File: config.mk
export PLATFORM = sky130hd
export DESIGN_NAME = arbiter_logic_device_flat
export DESIGN_NICKNAME = d
export VERILOG_FILES = /design/src/arb_pkg.sv /design/src/dsp_bus_if.sv /design/src/arbiter_logic_device.sv /design/src/flat_wrapper.sv
export SDC_FILE = /design/constraint.sdc
export NUM_CORES = 1
export LEC_CHECK = 0
export ABC_AREA = 1
export ABC_CLOCK_PERIOD_IN_PS = 1800
export BUFFER_PORTS_ARGS = -buffer_cell sky130_fd_sc_hd__buf_2
export CAP_MARGIN = 20
export CELL_PAD_IN_SITES_DETAIL_PLACEMENT = 1
export CELL_PAD_IN_SITES_GLOBAL_PLACEMENT = 2
export CORE_MARGIN = 5
export CORE_UTILIZATION = 31
export CTS_BUF_LIST = sky130_fd_sc_hd__clkbuf_2
export CTS_CLUSTER_SIZE = 25
export DETAILED_ROUTE_END_ITERATION = 16
export HOLD_SLACK_MARGIN = 0.1
export PLACE_DENSITY_LB_ADDON = 0.1
export SLEW_MARGIN = 20
export SYNTH_ARGS = -nofsm -noshare
export SYNTH_HDL_FRONTEND = slang
export SYNTH_SLANG_ARGS = --single-unit
File: constraint.sdc
create_clock -name REF_CLK -period 1.8 [get_ports REF_CLK]
set_input_delay 0.36 -clock REF_CLK [delete_from_list [all_inputs] [get_ports REF_CLK]]
set_output_delay 0.36 -clock REF_CLK [all_outputs]
set_load 0.1 [all_outputs]
File: src/arb_pkg.sv
// shared constants and types for the four-processor bus arbiter and its processor end
package arb_pkg;

   // ****************************************************************
   // bus shape
   // ****************************************************************
   localparam int NUM_PROC = 4;
   localparam int DATA_W   = 24;
   localparam int SLOT_W   = 2;
   localparam int DIV_W    = 11;
   localparam int DLY_W    = 5;

   // one-hot grant codes, bit 0 is processor 1
   localparam logic [NUM_PROC-1:0] GRANT_NONE = 4'h0;
   localparam logic [NUM_PROC-1:0] GRANT_P1   = 4'h1;

   // transfer service order, slot 0 first: processor 2, 3, 4, then 1
   localparam logic [SLOT_W-1:0] SLOT_FIRST = 2'h0;
   localparam logic [SLOT_W-1:0] SLOT_LAST  = 2'h3;
   localparam logic [SLOT_W-1:0] SLOT_STEP  = 2'h1;
   localparam logic [SLOT_W-1:0] IDX_P1     = 2'h0;
   localparam logic [SLOT_W-1:0] IDX_P2     = 2'h1;
   localparam logic [SLOT_W-1:0] IDX_P3     = 2'h2;
   localparam logic [SLOT_W-1:0] IDX_P4     = 2'h3;

   // ****************************************************************
   // timing
   // ****************************************************************
   localparam int CLK_HZ        = 20_000_000;
   localparam int CLK_PERIOD_NS = 50;
   localparam int TICK_HZ       = 16_000;
   localparam int RST_DLY_NS    = 1000;
   // longest-time divider rounds down, least-time delay rounds up
   localparam int TICK_DIV_CYC  = CLK_HZ / TICK_HZ;
   localparam int RST_DLY_CYC   = (RST_DLY_NS + CLK_PERIOD_NS - 1) / CLK_PERIOD_NS;
   localparam logic [DIV_W-1:0] TICK_DIV_LAST = DIV_W'(TICK_DIV_CYC - 1);
   localparam logic [DLY_W-1:0] RST_DLY_LAST  = DLY_W'(RST_DLY_CYC - 1);
   localparam logic [DIV_W-1:0] DIV_ZERO      = 11'h000;
   localparam logic [DLY_W-1:0] DLY_ZERO      = 5'h00;
   localparam logic [DIV_W-1:0] DIV_ONE       = 11'h001;
   localparam logic [DLY_W-1:0] DLY_ONE       = 5'h01;

   // boot modes loaded once the reset gating delay ends
   localparam logic [3:0] BOOT_MODE_HOST = 4'h9;
   localparam logic [3:0] BOOT_MODE_NONE = 4'h0;

   // ****************************************************************
   // arbiter states
   // ****************************************************************
   typedef enum logic [2:0] {
      ST_NORMAL = 3'b001,
      ST_WAIT   = 3'b010,
      ST_SERVE  = 3'b100
   } arb_state_e;

endpackage

File: src/dsp_bus_if.sv
// interface joining the bus arbiter and the four processor bus ports
`timescale 1ns/1ns
interface dsp_bus_if;
   import arb_pkg::*;

   logic [NUM_PROC-1:0]             bus_grant;
   logic [NUM_PROC-1:0]             grant_state_line;
   logic [NUM_PROC-1:0]             ownership_request_line;
   logic [NUM_PROC-1:0]             transfer_ready_line;
   logic                            sample_tick_interrupt;
   logic [NUM_PROC-1:0]             data_oe;
   logic [NUM_PROC-1:0][DATA_W-1:0] data_out;
   logic [DATA_W-1:0]               data_bus;

   // ****************************************************************
   // shared bus resolution
   // ****************************************************************
   // wired-or of enabled drivers; only one is ever enabled
   always_comb begin
      data_bus = '0;
      for (int i = 0; i < NUM_PROC; i++) begin
         if (data_oe[i]) begin
            data_bus = data_bus | data_out[i];
         end
      end
   end

   modport arbiter (
      output bus_grant,
      input  grant_state_line,
      input  ownership_request_line,
      input  transfer_ready_line,
      input  sample_tick_interrupt,
      input  data_bus
   );

   modport cores (
      input  bus_grant,
      output grant_state_line,
      output ownership_request_line,
      output transfer_ready_line,
      output sample_tick_interrupt,
      output data_oe,
      output data_out,
      input  data_bus
   );

endinterface

File: src/arbiter_logic_device.sv
// shared data bus arbiter for up to four signal processors
//
// Function
// one shared 24-bit bus, only grantee drives
// processors supply grant, request and ready lines
// normal phase grants by priority 1 to 4
// no request parks the bus on processor 1
// transfer phase waits for all present ready
// then serves processors 2, 3, 4, 1
// absent processors 3, 4 never awaited or granted
// host acknowledge pin echoes own request line
// clocked by processor 1 processing clock
// 16 kHz common tick starts each transfer
// interrupts gated with reset plus 1 us
// processor 1 boot source set at reset
// processors 2-4 boot over shared host ports
// one grant only, never snatched while held
// after reset, normal phase, processor 1 granted
`timescale 1ns/1ns
module arbiter_logic_device
   import arb_pkg::*;
(
   input  wire logic                REF_CLK,
   input  wire logic                RST_N,
   dsp_bus_if.arbiter               BUS,
   input  wire logic                FIT3_SEL,
   input  wire logic                FIT4_SEL,
   output logic                     XFER_PHASE,
   output logic                     WAITING_READY,
   output logic      [SLOT_W-1:0]   BUS_OWNER,
   output logic                     OWNER_VALID
);

   // ****************************************************************
   // declarations
   // ****************************************************************
   arb_state_e              state_q;
   arb_state_e              state_d;
   logic [NUM_PROC-1:0]     grant_q;
   logic [NUM_PROC-1:0]     grant_d;
   logic [SLOT_W-1:0]       slot_q;
   logic [SLOT_W-1:0]       slot_d;
   logic [1:0]              fit_meta_q;
   logic [1:0]              fit_q;
   logic                    tick_prev_q;
   logic                    pend_q;
   logic                    pend_clr;
   logic                    tick_rise;
   logic [NUM_PROC-1:0]     fitted;
   logic [NUM_PROC-1:0]     req;
   logic [NUM_PROC-1:0]     rdy;
   logic                    any_ack;
   logic                    all_ready;
   logic [NUM_PROC-1:0]     prio_pick;
   logic [NUM_PROC-1:0]     slot_target;

   // ****************************************************************
   // helpers
   // ****************************************************************
   // processor index served in a given slot
   function automatic logic [SLOT_W-1:0] slot_proc(input logic [SLOT_W-1:0] s);
      logic [SLOT_W-1:0] p;
      p = IDX_P1;
      unique case (s)
         2'h0: p = IDX_P2;
         2'h1: p = IDX_P3;
         2'h2: p = IDX_P4;
         2'h3: p = IDX_P1;
      endcase
      return p;
   endfunction

   // next slot holding a fitted processor; the last slot is always fitted
   function automatic logic [SLOT_W-1:0] next_slot(input logic [SLOT_W-1:0] s,
                                                   input logic [NUM_PROC-1:0] f);
      logic [SLOT_W-1:0] n;
      n = s;
      for (int k = 0; k < NUM_PROC; k++) begin
         if (n != SLOT_LAST) begin
            n = n + SLOT_STEP;
            if (f[slot_proc(n)]) begin
               break;
            end
         end
      end
      return n;
   endfunction

   // one-hot to index for the owner report
   function automatic logic [SLOT_W-1:0] owner_index(input logic [NUM_PROC-1:0] g);
      logic [SLOT_W-1:0] idx;
      idx = IDX_P1;
      for (int k = 0; k < NUM_PROC; k++) begin
         if (g[k]) begin
            idx = SLOT_W'(k);
         end
      end
      return idx;
   endfunction

   // ****************************************************************
   // fitted-select synchroniser
   // ****************************************************************
   // switch inputs come from outside the clock domain
   always_ff @(posedge REF_CLK or negedge RST_N) begin
      if (!RST_N) begin
         fit_meta_q <= 2'h0;
         fit_q      <= 2'h0;
      end else begin
         fit_meta_q <= {FIT4_SEL, FIT3_SEL};
         fit_q      <= fit_meta_q;
      end
   end

   // processors 1 and 2 are always present
   assign fitted = {fit_q[1], fit_q[0], 1'b1, 1'b1};

   // absent processors are masked out of the request and ready decisions
   assign req       = BUS.ownership_request_line & fitted;
   assign rdy       = BUS.transfer_ready_line & fitted;
   assign any_ack   = |BUS.grant_state_line;
   assign all_ready = &(rdy | ~fitted);

   // ****************************************************************
   // transfer period start
   // ****************************************************************
   // the tick comes from logic on this clock, so no synchroniser;
   // a tick landing as the pending flag clears is kept, set wins
   assign tick_rise = BUS.sample_tick_interrupt & ~tick_prev_q;
   assign pend_clr  = (state_q == ST_NORMAL) && (state_d == ST_WAIT);

   always_ff @(posedge REF_CLK or negedge RST_N) begin
      if (!RST_N) begin
         tick_prev_q <= 1'b0;
         pend_q      <= 1'b0;
      end else begin
         tick_prev_q <= BUS.sample_tick_interrupt;
         if (tick_rise) begin
            pend_q <= 1'b1;
         end else if (pend_clr) begin
            pend_q <= 1'b0;
         end
      end
   end

   // ****************************************************************
   // priority pick
   // ****************************************************************
   // lowest index wins; nobody asking parks on processor 1
   always_comb begin
      prio_pick = GRANT_P1;
      for (int i = NUM_PROC - 1; i >= 0; i--) begin
         if (req[i]) begin
            prio_pick = NUM_PROC'(GRANT_P1 << i);
         end
      end
   end

   assign slot_target = NUM_PROC'(GRANT_P1 << slot_proc(slot_q));

   // ****************************************************************
   // arbitration state machine
   // ****************************************************************
   // a new grant is only issued once the bus is idle and every grant
   // echo has fallen, which costs a turnaround cycle but guarantees
   // two processors never drive together
   always_comb begin
      state_d = state_q;
      grant_d = grant_q;
      slot_d  = slot_q;
      unique case (state_q)
         ST_NORMAL: begin
            if (grant_q == GRANT_NONE) begin
               if (!any_ack) begin
                  grant_d = prio_pick;
               end
            end else if (!(|(grant_q & req))) begin
               // holder has let go, only now may the bus move
               if (pend_q) begin
                  grant_d = GRANT_NONE;
                  state_d = ST_WAIT;
               end else if (prio_pick != grant_q) begin
                  grant_d = GRANT_NONE;
               end
            end
         end
         ST_WAIT: begin
            if (all_ready && !any_ack) begin
               state_d = ST_SERVE;
               slot_d  = SLOT_FIRST;
            end
         end
         ST_SERVE: begin
            if (grant_q == GRANT_NONE) begin
               if (!any_ack) begin
                  grant_d = slot_target;
               end
            end else if (!(|(grant_q & rdy))) begin
               grant_d = GRANT_NONE;
               if (slot_q == SLOT_LAST) begin
                  state_d = ST_NORMAL;
               end else begin
                  slot_d = next_slot(slot_q, fitted);
               end
            end
         end
      endcase
   end

   // state, grant and slot registers; reset parks on processor 1
   always_ff @(posedge REF_CLK or negedge RST_N) begin
      if (!RST_N) begin
         state_q <= ST_NORMAL;
         grant_q <= GRANT_P1;
         slot_q  <= SLOT_FIRST;
      end else begin
         state_q <= state_d;
         grant_q <= grant_d;
         slot_q  <= slot_d;
      end
   end

   assign BUS.bus_grant = grant_q;

   // ****************************************************************
   // status outputs
   // ****************************************************************
   // taken from the next-state values so they line up with the grant
   always_ff @(posedge REF_CLK or negedge RST_N) begin
      if (!RST_N) begin
         XFER_PHASE    <= 1'b0;
         WAITING_READY <= 1'b0;
         BUS_OWNER     <= IDX_P1;
         OWNER_VALID   <= 1'b1;
      end else begin
         XFER_PHASE    <= (state_d != ST_NORMAL);
         WAITING_READY <= (state_d == ST_WAIT);
         BUS_OWNER     <= owner_index(grant_d);
         OWNER_VALID   <= (grant_d != GRANT_NONE);
      end
   end

endmodule

File: src/flat_wrapper.sv
// flat-port wrapper written by rule: the top's interface ports become plain ports
module arbiter_logic_device_flat import arb_pkg::*;
  (REF_CLK, RST_N, FIT3_SEL, FIT4_SEL, XFER_PHASE, WAITING_READY, BUS_OWNER, OWNER_VALID, BUS_bus_grant, BUS_grant_state_line, BUS_ownership_request_line, BUS_transfer_ready_line, BUS_sample_tick_interrupt);
  dsp_bus_if BUS_i ();
  input  wire logic REF_CLK;
  input  wire logic RST_N;
  input  wire logic FIT3_SEL;
  input  wire logic FIT4_SEL;
  output logic XFER_PHASE;
  output logic WAITING_READY;
  output logic      [SLOT_W-1:0] BUS_OWNER;
  output logic OWNER_VALID;
  output wire logic [$bits(BUS_i.bus_grant)-1:0] BUS_bus_grant;
  input wire logic [$bits(BUS_i.grant_state_line)-1:0] BUS_grant_state_line;
  input wire logic [$bits(BUS_i.ownership_request_line)-1:0] BUS_ownership_request_line;
  input wire logic [$bits(BUS_i.transfer_ready_line)-1:0] BUS_transfer_ready_line;
  input wire logic [$bits(BUS_i.sample_tick_interrupt)-1:0] BUS_sample_tick_interrupt;
  assign BUS_bus_grant = BUS_i.bus_grant;
  assign BUS_i.grant_state_line = BUS_grant_state_line;
  assign BUS_i.ownership_request_line = BUS_ownership_request_line;
  assign BUS_i.transfer_ready_line = BUS_transfer_ready_line;
  assign BUS_i.sample_tick_interrupt = BUS_sample_tick_interrupt;
  arbiter_logic_device u_core (.REF_CLK(REF_CLK), .RST_N(RST_N), .BUS(BUS_i), .FIT3_SEL(FIT3_SEL), .FIT4_SEL(FIT4_SEL), .XFER_PHASE(XFER_PHASE), .WAITING_READY(WAITING_READY), .BUS_OWNER(BUS_OWNER), .OWNER_VALID(OWNER_VALID));
endmodule
==> results of run 1 <==
worst paths after layout:
path,start,end,cells past startpoint
worst max register to register,u_core.BUS.bus_grant[0],u_core.OWNER_VALID,10
worst min-delay path,FIT4_SEL,u_core.fit_meta_q[1],1
max in group asynchronous,RST_N,u_core.OWNER_VALID,2
min in group asynchronous,RST_N,u_core.fit_meta_q[0],2
worst min register to register,u_core.fit_meta_q[1],u_core.fit_q[1],0
worst max-delay path,u_core.BUS.bus_grant[0],u_core.OWNER_VALID,10
per-stage QoR:
step,TNS (ns),hold WS (ns)
after global placement,0,0.322
after global routing,-0.00840,0.102
after detailed placement,-0.00381,0.334
final,0,0.155
after CTS,0,0.120
after floorplan,0,0.0644
what timing repair did:
item | 4_1_cts | 5_1_grt
hold endpoints to repair | 17 | 1
setup buffers | 2 | 3
pin swaps | 0 | 3
gates cloned | 0 | 1
hold buffers | 1 | 1
resized for setup | 1 | 7
setup endpoints to repair | 2 | 2
state kept, by name (all words and copies together), names as in the netlist:
name	count
u_core.slot_q	2
u_core.state_q	3
u_core.fit_meta_q	2
u_core.XFER_PHASE	1
u_core.tick_prev_q	1
u_core.BUS.bus_grant	4
u_core.WAITING_READY	1
u_core.BUS_OWNER	2
u_core.fit_q	2
u_core.pend_q	1
u_core.OWNER_VALID	1
synthesized netlist by cell type:
master,count
nand3_2,7
nor4_1,1
inv_1,22
dfstp_2,3
and3_2,1
nor2_4,2
dfrtp_1,17
nor3_1,2
o21ai_2,1
buf_6,1
nand4_1,2
a21oi_2,1
o21bai_1,1
clkinv_1,1
nand3b_1,1
nand2_2,4
nand2_1,60
nand3_1,19
inv_2,5
a21oi_1,4
nor3_2,1
nor2_2,3
o211ai_1,3
o21ai_0,5
o21ai_1,5
nor2_1,11
o22ai_1,1
area by class of cell:
type / instances / area (um^2)
Clock inverter: 1 / 3.75
Clock buffer: 3 / 15.0
Inverter: 28 / 108
Tap cell: 50 / 62.6
Multi-Input combinational cell: 136 / 709
Sequential cell: 20 / 512
Fill cell: 543 / 2420
Timing Repair Buffer: 34 / 200
worst max-delay path: stages (launching register included):
cell     delay (ns)
dfstp_4        0.68
inv_2          0.06
nand2_2        0.10
nor2_4         0.06
buf_4          0.13
nand3_2        0.05
o21ai_1        0.06
nand2_1        0.10
nand3_2        0.12
nor2_4         0.14
nand4_1        0.12
cells by family (layout without fill, tap and decap cells):
group,count (synthesis),after routing,synth area share [%]
flip-flops,20,20,38.9
buffers and inverters,29,66,8.98
AO/OA/AOI/OAI,21,21,9.56
AND/OR/NAND/NOR,114,115,42.6
routing by layer:
metal  global-route usage, %  up-vias  routed length [um]
met5                       0        -                   0
met4                    4.15        0                  38
met3                    1.47        4                 114
met2                    28.9       15                2120
met1                    19.2      650                1770
li1                        -      669                   -
power breakdown:
part / switching, mW / total, mW / leakage [nW] / internal (mW)
Clock: 0.135 / 0.184 / 0.0140 / 0.0483
Combinational: 0.720 / 0.966 / 0.575 / 0.246
Sequential: 0.0744 / 0.602 / 0.220 / 0.528
Total: 0.930 / 1.75 / 0.810 / 0.823
==> metrics.txt, run 1 <==
Routed Antenna Nets 0; Top Ports 26; number of port buffers 25; CTS tree done; Final Critical Period 1.70 ns; Peak VDD IR 0.599 mV; WL/cell 14.9 um; first-pass GRT wire length 6730 um; DP Worst Slack -0.00381 ns; Root Driver clkbuf_2; Detailed Place HPWL 3220 um; most common cell after layout, fill and taps aside nand2_1; Max Fanout on Critical Path 6; crit path setup slack, layout 0.0952 ns; worst-margin pin slew 0.488 ns; RD Place Congestion 0.879; syn nets 201; die width 74.7 um; Pwr Total 1.75 mW; clk sinks 20; Post-Layout Cell Count 272; Pre-antenna DRT Iters 2; Starting Density 32.2%; Ant. Diodes 0; R2R Setup Slk 0.1 ns; Worst Setup Start Kind register; FF+latch count, synth 20; drt drc 0; Final period util 94.7%; Iter 0 DRT Violations 54; P&R area growth vs syn 24.2%; CP endpoint kind register; most frequent cells in the layout nand2_1, buf_2, inv_1; Yosys top cell by area dfrtp_1; nets 240; placed inst area 1500 um^2; post-synthesis sequential area ratio 38.9%; final core occ 40.0%; PD cells 1090 nW/um^2; Max-Slew Margin vs Limit 67.7%; Hold WC Path Type input port to register; FP Rows 23; H-Tree Level Count 1; main area contributors after synthesis dfrtp_1, nand2_1, nand3_1; initial antenna violation count 0; Cell variety after synth 27; syn avg cell area 7.04 um^2; Total Routing Usage GR 15.6%; vias in the first global route 1454; core area 4030 um^2; Fin. Hold Viols 0; largest net degree at the start of global routing 21; Worst-path clk slew 0.17 ns; skew final 0.0221 ns; worst endpoint required time 2.03 ns; yosys warns 0; chip height 74.7 um; DP Cell Count 260; clk buf depth 2; GRT overflow 0; Final setup viols 0; die area 5570 um^2; Highest Clock Rate 0.587 GHz; Syn Inst Count 184; total wire length 4040 um; Synth top area share 32.8%; Max Cap Viol 0; drt via density 4.92; Pleak 0.810 nW; Final Max Tran Viols 0; design area 1610 um^2; Via Count 1338; synthesized area 1300 um^2; TritonCTS Buffers 3; WP data arrival 1.93 ns; clk_lat worst skew 0.31 ns; outcome completed; Setup CP Type register to register; layout cell share with drive strength beyond 1 31.5%
(Power assumes the default switching activity.)
==> inputs of run 2 (changes only) <==
--- a/config.mk
+++ b/config.mk
@@ -5,14 +5,13 @@
 export SDC_FILE = /design/constraint.sdc
 export NUM_CORES = 1
 export LEC_CHECK = 0
-export ABC_AREA = 1
 export ABC_CLOCK_PERIOD_IN_PS = 1800
 export BUFFER_PORTS_ARGS = -buffer_cell sky130_fd_sc_hd__buf_2
 export CAP_MARGIN = 20
 export CELL_PAD_IN_SITES_DETAIL_PLACEMENT = 1
 export CELL_PAD_IN_SITES_GLOBAL_PLACEMENT = 2
 export CORE_MARGIN = 5
-export CORE_UTILIZATION = 31
+export CORE_UTILIZATION = 33
 export CTS_BUF_LIST = sky130_fd_sc_hd__clkbuf_2
 export CTS_CLUSTER_SIZE = 25
 export DETAILED_ROUTE_END_ITERATION = 16
==> metrics.txt, run 2 <==
Final Max Tran Viols 0; Highest Clock Rate 0.467 GHz; skew final 0.00110 ns; Cell variety after synth 45; Max-Slew Margin vs Limit 65.2%; die area 4700 um^2; Detailed Place HPWL 2900 um; Via Count 1254; fillers 403; ys async rst share 100%; Fin. Hold Viols 0; H-Tree Level Count 1; syn avg cell area 9.43 um^2; Peak VDD IR 0.436 mV; Synth top area share 37.6%; first-pass GRT wire length 6200 um; Post-synth EDFFs 0; Worst Hold End u_core.fit_q[1]; top post-synthesis cells by count dfrtp_1, inv_1, nor2_1; hold depth 0; Final period util 119%; drt via density 5.36; DP Cell Count 215; CP endpoint kind register; FF+latch count, synth 20; worst endpoint required time 2.06 ns; Max Fanout on Critical Path 4; Hold Crit Start u_core.fit_meta_q[1]; Post-Layout Cell Count 234; GRT met2 Usage 32.9%; met3 Use GR 3.89%; yosys warns 0; most common cell after layout, fill and taps aside buf_4; max reg flops 4; FP Rows 21; GRT overflow 0; Iter 0 DRT Violations 44; Starting Density 33.9%; PD cells 476 nW/um^2; Reg2Reg Depth 7; Max Cap Viol 0; die width 68.5 um; placed inst area 1540 um^2; Routed Antenna Nets 0; clk sinks 20; Main synth FF type dfrtp_1; failing checks negative setup slack; r2r startpoint u_core.BUS.bus_grant[3]; Ant. Diodes 0; CTS tree done; Syn Inst Count 120; worst-margin pin slew 0.521 ns; main area contributors after synthesis dfrtp_1, dfstp_2, inv_1; core area 3340 um^2; Setup CP Type register to register; Pwr Total 0.895 mW; crit path setup slack, layout -0.340 ns; Pre-antenna DRT Iters 4; Top Ports 26; total wire length 4260 um; Worst-path clk slew 0.20 ns; chip height 68.5 um; WL/cell 18.2 um; design area 1880 um^2; largest net degree at the start of global routing 21; post-synthesis sequential area ratio 44.6%; Yosys top cell by area dfrtp_1; outcome finished, violations left; Total Routing Usage GR 18.2%; R2R Setup Slk -0.34 ns; Pleak 0.868 nW; RD Place Congestion 0.867; synthesized area 1130 um^2; number of port buffers 25; layout cell share with drive strength beyond 1 53.7%; syn nets 137; drt drc 0; clk buf depth 2; WP data arrival 2.40 ns; vias in the first global route 1288; TritonCTS Buffers 3; met1 track demand over resource 20.8%; Final Critical Period 2.14 ns; RSZ-0062 raised after global routing yes; clk_lat worst skew 0.34 ns; nets 206; initial antenna violation count 0; Hold WC Path Type register to register; most frequent cells in the layout buf_4, buf_2, dfrtp_1; Final setup viols 13; final core occ 56.4%; P&R area growth vs syn 66.3%; Root Driver clkbuf_2; Worst Setup Start Kind register; reg-to-reg critical path endpoint u_core.BUS_OWNER[1]; count leader, synth dfrtp_1; GRT busiest layer met2
run 2: cell count changes in the layout (fill, tap and decap cells not counted), moves of 4 or more:
cell     delta
nand3_1    -13
nand2_1    -49
o21ai_1     -4
nor2_4      -4
a31oi_1     +4
nand3_2     -6
inv_1      -13
buf_4      +27
o21ai_0     -5
buf_6       +5
nand2_2     -6
run 2: critical path: stages, from the launching register on:
cell and delay [ns]:
dfrtp_4 0.54, nor4_4 0.29, buf_4 0.18, nor2_1 0.04, mux2_2 0.26, a41o_4 0.28
o31a_1 0.28, nand3b_1 0.16
run 2: what timing repair did:
item	4_1_cts	5_1_grt
pin swaps	5	12
hold buffers	3	1
setup endpoints to repair	13	16
resized for setup	8	26
hold endpoints to repair	19	1
buffers inserted	1	11
run 2: final cells by class:
type                       count  area (um^2)  area share (%)
timing repair buffer          69          504            26.8
clock buffer                   3         15.0           0.798
clock inverter                 1         30.0            1.60
multi-input combinational     84          716            38.1
inverter                      11         41.3            2.20
sequential                    20          517            27.5
tap                           46         57.6            3.06
run 2: worst max path at each step:
stage,startpoint,endpoint,slack (ns),depth (start not counted)
global placement,BUS_ownership_request_line[2],u_core.BUS_OWNER[1],-0.34,7
finish,u_core.BUS.bus_grant[3],u_core.BUS_OWNER[1],-0.34,7
floorplan,u_core.BUS.bus_grant[3],u_core.BUS_OWNER[1],-0.41,6
global route,u_core.BUS.bus_grant[3],u_core.BUS_OWNER[1],-0.40,7
CTS,u_core.BUS.bus_grant[1],u_core.BUS_OWNER[1],-0.35,6
detailed placement,BUS_ownership_request_line[2],u_core.BUS_OWNER[0],-0.43,7
run 2: layer usage:
layer | vias up | share of wire, %
li1 | 585 | -
met1 | 630 | 42
met4 | 0 | 2.7
met5 | - | 0
met3 | 11 | 2.7
met2 | 28 | 53
run 2: cells by family after synthesis:
group	share of synthesized area (%)
multiplexers	0.996
buffers and inverters	5.42
XOR/XNOR	1.55
flip-flops	44.6
AND/OR/NAND/NOR	24.4
AO/OA/AOI/OAI	23.0
run 2: power breakdown:
group	switching, mW	internal (mW)
sequential	0.00318	0.456
clock	0.157	0.192
combinational	0.0468	0.0402
run 2: metrics by stage:
step	setup WS [ns]	TNS, ns	hold WS [ns]
global placement	-0.344	-2.54	0.333
global route	-0.401	-3.28	0.417
detailed placement	-0.435	-2.96	0.345
CTS	-0.348	-2.48	0.112
floorplan	-0.410	-2.51	0.0644
finish	-0.340	-2.41	0.393
